==> config.mk <==
export PLATFORM = sky130hd
export DESIGN_NAME = chb_fir_coeff_taps
export DESIGN_NICKNAME = d
export VERILOG_FILES = /design/src/inc/fir_pkg.sv /design/src/chb_fir_coeff_taps.sv /design/src/coeff_reg.sv /design/src/fir_tap_mult.sv
export SDC_FILE = /design/constraint.sdc
export NUM_CORES = 2
export LEC_CHECK = 0
export ABC_AREA = 1
export ABC_CLOCK_PERIOD_IN_PS = 14050
export BUFFER_PORTS_ARGS = -buffer_cell sky130_fd_sc_hd__buf_2
export CORE_UTILIZATION = 41
export CTS_CLUSTER_DIAMETER = 80
export DETAILED_ROUTE_END_ITERATION = 10
export PLACE_DENSITY_LB_ADDON = 0.12
export SLEW_MARGIN = 20
export SYNTH_ARGS = -nofsm -noshare
export SYNTH_HDL_FRONTEND = slang
export SYNTH_HIERARCHICAL = 1
export SYNTH_SLANG_ARGS = --single-unit
==> constraint.sdc <==
create_clock -name clk -period 14.05 [get_ports clk]
set_clock_uncertainty 0.05 [all_clocks]
set_input_delay 2.81 -clock clk [delete_from_list [all_inputs] [get_ports clk]]
set_output_delay 2.81 -clock clk [all_outputs]
set_load 0.03 [all_outputs]
==> src/inc/fir_pkg.sv <==
// Constants shared by the channel B equalization filter coefficient block
package fir_pkg;

  // Register port widths
  localparam int ADDR_W = 12;
  localparam int DATA_W = 24;

  // Coefficient register offsets, outer taps included
  localparam logic [11:0] OFF_TAP1 = 12'h448;
  localparam logic [11:0] OFF_TAP2 = 12'h44a;
  localparam logic [11:0] OFF_TAP3 = 12'h44c;
  localparam logic [11:0] OFF_TAP4 = 12'h44e;
  localparam logic [11:0] OFF_CENTER = 12'h450;
  localparam logic [11:0] OFF_TAP6 = 12'h453;
  localparam logic [11:0] OFF_TAP7 = 12'h455;
  localparam logic [11:0] OFF_TAP8 = 12'h457;
  localparam logic [11:0] OFF_TAP9 = 12'h459;

  // Offset table, index 0 is the first tap
  localparam logic [8:0][11:0] TAP_OFFSETS = {
    OFF_TAP9, OFF_TAP8, OFF_TAP7, OFF_TAP6, OFF_CENTER,
    OFF_TAP4, OFF_TAP3, OFF_TAP2, OFF_TAP1
  };

  // Tap count and field layout
  localparam int NUM_TAPS = 9;
  localparam int CENTER_IDX = 4;
  localparam int REG16_W = 16;
  localparam int REG24_W = 24;
  localparam int COEF_W = 12;
  localparam int CENTER_W = 18;

  // Datapath widths
  localparam int SAMPLE_W = 12;
  localparam int PROD_W = 30;
  localparam int ACC_W = 34;

  // Reset value of every coefficient register
  localparam logic [23:0] COEF_RESET = 24'h00_0000;

endpackage : fir_pkg

==> src/chb_fir_coeff_taps.sv <==
// Channel B nine-tap equalization filter with its coefficient registers
//
// Operation
// The filter uses nine taps and treats each coefficient as signed two's complement.
// The channel B coefficients drive the filter only while dual-channel mode is set.
// The center tap is an 18-bit field in bits 17:0 of a 24-bit register, 23:18 reserved.
// The third tap is a 12-bit signed field in bits 11:0, bits 15:12 reserved.
// The fourth tap is a 12-bit signed field in bits 11:0 of a 16-bit register.
// The sixth tap is a 12-bit signed field in bits 11:0 of a 16-bit register.
// The seventh tap is a 12-bit signed field in bits 11:0 of a 16-bit register.
// All coefficient registers, reserved bits too, are read/write and clear to zero.
// The first and second taps are 12-bit signed values in registers of their own.
// The eighth and ninth taps are 12-bit signed values in registers of their own.
// Each output is the sum of the nine newest samples times their coefficients.
`timescale 1ns/1ns
module chb_fir_coeff_taps (
  input wire logic clk,
  input wire logic rst_n,
  input wire logic [11:0] addr,
  input wire logic [23:0] wdata,
  input wire logic wr,
  input wire logic rd,
  output logic [23:0] rdata,
  input wire logic dual_mode,
  input wire logic [11:0] sample,
  input wire logic sample_valid,
  output logic [33:0] y,
  output logic y_valid
);

  typedef struct packed {
    logic [8:0][11:0] line;
    logic [33:0] y;
    logic y_valid;
    logic [23:0] rdata;
  } state_s;

  localparam state_s STATE_RESET = '0;

  state_s s_r;
  state_s s_nxt;

  logic [8:0][23:0] reg_val;
  logic [8:0] wr_hit;
  logic [8:0][11:0] line_shift;
  logic signed [29:0] prod [9];

  // Address decode; one register at most matches any address
  // third and fourth taps
  // sixth and seventh taps
  // outer tap registers
  always_comb begin
    for (int i = 0; i < fir_pkg::NUM_TAPS; i++) begin
      wr_hit[i] = wr && (addr == fir_pkg::TAP_OFFSETS[i]);
    end
  end

  // Newest sample enters at index 0, which the first tap multiplies
  assign line_shift = {s_r.line[7:0], sample};

  // Nine registers and nine multipliers; center tap is wider
  for (genvar g = 0; g < 9; g++) begin : g_tap
    localparam int RW = (g == fir_pkg::CENTER_IDX) ? fir_pkg::REG24_W : fir_pkg::REG16_W;
    localparam int CW = (g == fir_pkg::CENTER_IDX) ? fir_pkg::CENTER_W : fir_pkg::COEF_W;
    // register widths per tap
    coeff_reg #(.W(RW)) u_reg (
      .clk(clk),
      .rst_n(rst_n),
      .wr_en(wr_hit[g]),
      .wdata(wdata),
      .value(reg_val[g])
    );
    // signed coefficient multiply
    fir_tap_mult #(.CW(CW)) u_mult (
      .sample(line_shift[g]),
      .coeff(reg_val[g][CW-1:0]),
      .product(prod[g])
    );
  end

  // Next state: read path, delay line and accumulation
  always_comb begin
    logic signed [33:0] acc;
    acc = '0;
    s_nxt = s_r;
    // read back full register
    s_nxt.rdata = fir_pkg::COEF_RESET;
    if (rd) begin
      for (int i = 0; i < fir_pkg::NUM_TAPS; i++) begin
        if (addr == fir_pkg::TAP_OFFSETS[i]) begin
          s_nxt.rdata = reg_val[i];
        end
      end
    end
    // nine-product sum
    for (int i = 0; i < fir_pkg::NUM_TAPS; i++) begin
      acc = acc + (fir_pkg::ACC_W)'(prod[i]);
    end
    s_nxt.y_valid = 1'b0;
    // dual mode gating
    if (!dual_mode) begin
      s_nxt.line = '0;
      s_nxt.y = '0;
    end else if (sample_valid) begin
      s_nxt.line = line_shift;
      s_nxt.y = acc;
      s_nxt.y_valid = 1'b1;
    end
  end

  // Single state register, synchronous reset
  always_ff @(posedge clk) begin
    if (!rst_n) begin
      s_r <= STATE_RESET;
    end else begin
      s_r <= s_nxt;
    end
  end

  assign rdata = s_r.rdata;
  assign y = s_r.y;
  assign y_valid = s_r.y_valid;

  // Checks on the register file and datapath
  a_reset_clears: assert property (@(posedge clk) $rose(rst_n) |-> reg_val == '0)
    else $error("coefficients not zero after reset");
  a_read_idle: assert property (@(posedge clk) disable iff (!rst_n)
    !$past(rd) |-> rdata == 24'h00_0000)
    else $error("read data outside read slot");
  a_center_full: assert property (@(posedge clk) disable iff (!rst_n)
    wr && addr == fir_pkg::OFF_CENTER |=> reg_val[4] == $past(wdata))
    else $error("center register lost bits");
  a_tap3_width: assert property (@(posedge clk) disable iff (!rst_n)
    reg_val[2][23:16] == 8'h00 && reg_val[3][23:16] == 8'h00)
    else $error("tap3 or tap4 above 16 bits");
  a_tap4_readback: assert property (@(posedge clk) disable iff (!rst_n)
    (wr && addr == fir_pkg::OFF_TAP4) ##1 (rd && addr == fir_pkg::OFF_TAP4)
    |=> rdata == ($past(wdata, 2) & 24'h00_ffff))
    else $error("tap4 read back mismatch");
  a_tap6_write: assert property (@(posedge clk) disable iff (!rst_n)
    wr && addr == fir_pkg::OFF_TAP6 |=> reg_val[5] == ($past(wdata) & 24'h00_ffff))
    else $error("tap6 write mismatch");
  a_tap7_write: assert property (@(posedge clk) disable iff (!rst_n)
    wr && addr == fir_pkg::OFF_TAP7 |=> reg_val[6] == ($past(wdata) & 24'h00_ffff))
    else $error("tap7 write mismatch");
  a_single_idle: assert property (@(posedge clk) disable iff (!rst_n)
    !dual_mode |=> y == '0 && !y_valid)
    else $error("output active outside dual mode");
  a_valid_follows: assert property (@(posedge clk) disable iff (!rst_n)
    dual_mode && sample_valid |=> y_valid ##1 (y_valid == $past(sample_valid && dual_mode)))
    else $error("output valid does not track samples");

endmodule : chb_fir_coeff_taps

==> src/coeff_reg.sv <==
// One read/write coefficient register, reserved bits stored as well
`timescale 1ns/1ns
module coeff_reg #(
  parameter int W = 16
) (
  input wire logic clk,
  input wire logic rst_n,
  input wire logic wr_en,
  input wire logic [23:0] wdata,
  output logic [23:0] value
);

  typedef struct packed {
    logic [W-1:0] value;
  } state_s;

  state_s s_r;
  state_s s_nxt;

  // Whole register width is kept, so reserved bits read back as written
  always_comb begin
    s_nxt = s_r;
    if (wr_en) begin
      s_nxt.value = wdata[W-1:0];
    end
  end

  // Synchronous clear to the documented zero value
  always_ff @(posedge clk) begin
    if (!rst_n) begin
      s_r.value <= fir_pkg::COEF_RESET[W-1:0];
    end else begin
      s_r <= s_nxt;
    end
  end

  // Bits above the register width read as zero
  assign value = (fir_pkg::DATA_W)'(s_r.value);

endmodule : coeff_reg

==> src/fir_tap_mult.sv <==
// Signed product of one sample and one tap coefficient
`timescale 1ns/1ns
module fir_tap_mult #(
  parameter int CW = 12
) (
  input wire logic [11:0] sample,
  input wire logic [CW-1:0] coeff,
  output logic signed [29:0] product
);

  logic signed [17:0] coeff_ext;

  // Sign extension keeps narrow taps in two's complement
  assign coeff_ext = (fir_pkg::CENTER_W)'($signed(coeff));
  assign product = $signed(sample) * coeff_ext;

endmodule : fir_tap_mult

==> impl_metrics.prom <==
# TYPE chip_impl_metric gauge
chip_impl_info{name="status",value="completed"} 1
chip_impl_metric{name="drc",unit=""} 0
chip_impl_metric{name="ff2ff_setup_slack",unit="ns"} 3.92
chip_impl_info{name="tritoncts",value="built"} 1
chip_impl_info{name="worst-setup-path-type",value="in2reg"} 1
chip_impl_metric{name="cts.htree.levels",unit=""} 2
chip_impl_metric{name="wire_length_of_the_first_global_routing_pass",unit="um"} 381000
chip_impl_metric{name="area_growth_from_synthesis_to_layout",unit="%"} 4.99
chip_impl_info{name="timing.critical_path.from_type",value="input pin"} 1
chip_impl_metric{name="grt_antenna_before_repair",unit=""} 10
chip_impl_metric{name="timing.final.hold_violations",unit=""} 0
chip_impl_metric{name="dpl_cell_area",unit="um2"} 78800
chip_impl_metric{name="post_cts_setup_buffers",unit=""} 0
chip_impl_metric{name="design.final.nets",unit=""} 12300
chip_impl_metric{name="p_leak",unit="nW"} 47.4
chip_impl_metric{name="post_drt_via_cell_ratio",unit=""} 4.79
chip_impl_metric{name="setup_violations",unit=""} 0
chip_impl_info{name="min_path_type",value="reg2reg"} 1
chip_impl_info{name="min_from",value="line_shift[31]"} 1
chip_impl_metric{name="final_layout_size_suffix_gt1_frac",unit=""} 0.0462
chip_impl_metric{name="worstPathMaxFanout",unit=""} 13
chip_impl_metric{name="floorplan.io_pins",unit=""} 113
chip_impl_metric{name="fin_setup_tns",unit="ns"} 0
chip_impl_info{name="layout.cells.most_common",value="sky130_fd_sc_hd__nand2_1"} 1
chip_impl_metric{name="fp.dieArea",unit="um2"} 189000
chip_impl_metric{name="detailedRoute.firstIterationViolations",unit=""} 3513
chip_impl_metric{name="largest_net_degree_at_the_start_of_global_routing",unit=""} 81
chip_impl_metric{name="initial_core_util",unit=""} 0.413
chip_impl_metric{name="arrival",unit="ns"} 11.49
chip_impl_metric{name="first_global_vias",unit=""} 64900
chip_impl_metric{name="post_detailed_route_count_of_antenna_violating_nets",unit=""} 0
chip_impl_metric{name="synth_seq_area_share",unit=""} 0.0801
chip_impl_metric{name="hpwl_after_dpl",unit="um"} 204000
chip_impl_metric{name="detail_route.first_pass.iterations",unit=""} 5
chip_impl_info{name="layout.cells.most_common_list",value="sky130_fd_sc_hd__nand2_1 (2896), sky130_fd_sc_hd__inv_1 (2785), sky130_fd_sc_hd__fa_1 (1515)"} 1
chip_impl_info{name="crit_path_frequent_cell",value="sky130_fd_sc_hd__inv_1"} 1
chip_impl_info{name="regToRegEndpoint",value="y[32]"} 1
chip_impl_metric{name="rows",unit=""} 158
chip_impl_metric{name="cts_hold_buffers",unit=""} 0
chip_impl_metric{name="remaining_max_slew_budget_at_the_tightest_pin",unit=""} 0.268
chip_impl_metric{name="numPortBuffers",unit=""} 112
chip_impl_metric{name="synth.avg_cell_area",unit="um2"} 7.37
chip_impl_info{name="timing.rr.start",value="g_tap[6].u_reg/s_r[3]"} 1
chip_impl_metric{name="pwr_density_cell",unit="nW/um2"} 29.1
chip_impl_metric{name="gpl.final_weighted_congestion",unit=""} 0.939
chip_impl_info{name="cts.root.buffer_cell",value="sky130_fd_sc_hd__clkbuf_16"} 1
chip_impl_info{name="ys.flop_type",value="sky130_fd_sc_hd__dfxtp_1"} 1
chip_impl_metric{name="number_of_clock_sinks",unit=""} 307
chip_impl_metric{name="cts_resized",unit=""} 0
chip_impl_metric{name="postSynthCellCount",unit=""} 10400
chip_impl_metric{name="timing_max_transition_violations_final",unit=""} 0
chip_impl_metric{name="routed_wire_length_per_instance",unit="um"} 18.9
chip_impl_metric{name="clock_latency_on_the_worst_skew_pair",unit="ns"} 0.67
chip_impl_metric{name="cts.path.max_buffers",unit=""} 3
chip_impl_metric{name="vdd_drop_max",unit="mV"} 0.0888
chip_impl_metric{name="hold_ws",unit="ns"} 0.416
chip_impl_info{name="critical_path.endpoint_type",value="flip-flop"} 1
chip_impl_metric{name="post_synth_instance_area",unit="um2"} 76700
chip_impl_metric{name="worstHoldPathCells",unit=""} 2
chip_impl_metric{name="design.core.area",unit="um2"} 186000
chip_impl_metric{name="stdcell_area",unit="um2"} 80500
chip_impl_metric{name="cts_buffers",unit=""} 48
chip_impl_info{name="grt_setup_unrepaired",value="false"} 1
chip_impl_metric{name="critical_path_required",unit="ns"} 14.56
chip_impl_metric{name="synthesis.yosys.warnings",unit=""} 6
chip_impl_metric{name="ys_seq_elements",unit=""} 307
chip_impl_metric{name="reg2reg_depth",unit=""} 35
chip_impl_metric{name="clk_pin_slew_worst_paths",unit="ns"} 0.06
chip_impl_metric{name="yosysUniqueCellTypes",unit=""} 48
chip_impl_metric{name="number_of_flops_mapped_to_enable_cells_by_yosys",unit=""} 0
chip_impl_metric{name="timing.fmax",unit="MHz"} 91.1
chip_impl_metric{name="final_period_minus_worst_setup_slack",unit="ns"} 10.98
chip_impl_metric{name="total_routing_usage_reported_by_global_routing",unit=""} 0.266
chip_impl_metric{name="fp.dieW",unit="um"} 435
chip_impl_metric{name="postSynth.asyncResetShare",unit=""} 0
chip_impl_metric{name="cap_viol_max_count",unit=""} 0
chip_impl_info{name="hold_path_end",value="line_shift[31]"} 1
chip_impl_metric{name="overflow",unit=""} 0
chip_impl_metric{name="wirelength",unit="um"} 241000
chip_impl_metric{name="final.period_utilization",unit=""} 0.781
chip_impl_metric{name="dieHeight",unit="um"} 435
chip_impl_metric{name="critPathMaxStageDelay",unit="ns"} 0.55
chip_impl_metric{name="worst-slew-pin-transition",unit="ns"} 1.10
chip_impl_metric{name="via_count",unit=""} 61200
chip_impl_info{name="cpMaxStageDelayCell",value="sky130_fd_sc_hd__fa_1"} 1
[how the worst max path moves through the flow]
stage,start,end,slack [ns],cells past startpoint
after floorplan,sample[11],y[33],3.45,35
after global placement,sample[11],y[32],2.30,39
after detailed placement,sample[11],y[32],2.38,39
after CTS,sample[11],y[32],3.06,39
after global routing,sample[11],y[32],2.48,39
final,sample[11],y[32],3.07,39
[routing by layer]
metal / up-vias / GRT usage / wire [um]
li1: 29200 / - / -
met1: 30300 / 0.345 / 103000
met2: 1290 / 0.452 / 116000
met3: 338 / 0.0252 / 9910
met4: 6 / 0.113 / 12100
met5: - / 0 / 35
[state kept, by name (all words and copies together) (netlist names)]
name               flops
g_tap.u_reg/s_r      128
line_shift            96
y                     34
g_tap.u_reg/value     24
rdata                 24
y_valid                1
[where the power goes]
group / internal (mW) / total [mW] / switching, mW / leakage [nW]
Combinational: 0.0268 / 0.125 / 0.0979 / 44.1
Sequential: 0.875 / 0.885 / 0.0106 / 2.48
Clock: 0.789 / 1.34 / 0.548 / 0.822
[metrics by stage]
step,instances,util,worst slack [ns],power [mW]
global placement,12700,0.424,2.30,1.03
CTS,12800,0.434,3.06,2.38
finish,12800,0.434,3.07,2.35
floorplan,10500,-,3.45,0.983
global route,12800,0.434,2.48,2.42
detailed placement,12700,0.424,2.38,1.03
[logic make-up (layout without fill, tap and decap cells)]
family          count (synthesis)  in the layout  synth area share
compound gates                487            487            0.0342
xor+xnor                      150            150            0.0171
fa+ha+maj                    2020           2020             0.478
buf+inv                      3259           3080             0.169
flops                         307            307            0.0801
other cells                     8             66          0.000392
simple gates                 4180           4180             0.221
[critical path, delay by kind of cell]
| family | cells | cell delay (ns) |
|---|---|---|
| adders and majority gates | 11 | 5.30 |
| and+or+nand+nor | 12 | 1.38 |
| buffers and inverters | 11 | 0.87 |
| AOI/OAI and AO/OA | 5 | 1.07 |
[cells in the mapped netlist, types with 7 or more instances]
library cell               count  share of area
sky130_fd_sc_hd__o21bai_1     23         0.0023
sky130_fd_sc_hd__xnor2_1      28         0.0032
sky130_fd_sc_hd__fa_1       1515           0.40
sky130_fd_sc_hd__inv_2        12        0.00059
sky130_fd_sc_hd__nor2_2       54         0.0044
sky130_fd_sc_hd__nand2_2      41         0.0033
sky130_fd_sc_hd__nor2_4       12         0.0018
sky130_fd_sc_hd__or2_2        35         0.0029
sky130_fd_sc_hd__nor4_1        7        0.00057
sky130_fd_sc_hd__nor2_1      733          0.036
sky130_fd_sc_hd__nand2_1    2897           0.14
sky130_fd_sc_hd__clkbuf_2      8        0.00052
sky130_fd_sc_hd__nand3_1     252          0.016
sky130_fd_sc_hd__a21boi_1      8        0.00078
sky130_fd_sc_hd__conb_1        8        0.00039
sky130_fd_sc_hd__xor2_1      122          0.014
sky130_fd_sc_hd__o21ai_0     122         0.0080
sky130_fd_sc_hd__buf_6        30         0.0044
sky130_fd_sc_hd__buf_2        14        0.00091
sky130_fd_sc_hd__nand3_2      16         0.0021
sky130_fd_sc_hd__clkbuf_1    273          0.013
sky130_fd_sc_hd__nor3_1        8        0.00052
sky130_fd_sc_hd__and2_1        9        0.00073
sky130_fd_sc_hd__nand3b_1     17         0.0017
sky130_fd_sc_hd__dfxtp_1     307          0.080
sky130_fd_sc_hd__a21oi_1     296          0.019
sky130_fd_sc_hd__buf_4       126          0.012
sky130_fd_sc_hd__ha_1        505          0.082
sky130_fd_sc_hd__a21o_1       14         0.0014
sky130_fd_sc_hd__buf_1         7        0.00034
sky130_fd_sc_hd__inv_1      2786           0.14
sky130_fd_sc_hd__nand4_1      85         0.0069
[cell type report]
type | count | area [um2]
tap | 2480 | 3100
clock inverter | 32 | 464
clock buffer | 57 | 1260
fill | 19300 | 105000
sequential | 307 | 6150
timing repair buffer | 190 | 1170
multi-input combinational | 6901 | 57900
antenna | 2 | 5.00
inverter | 2801 | 10500
Power figures use the tool's default switching activity.
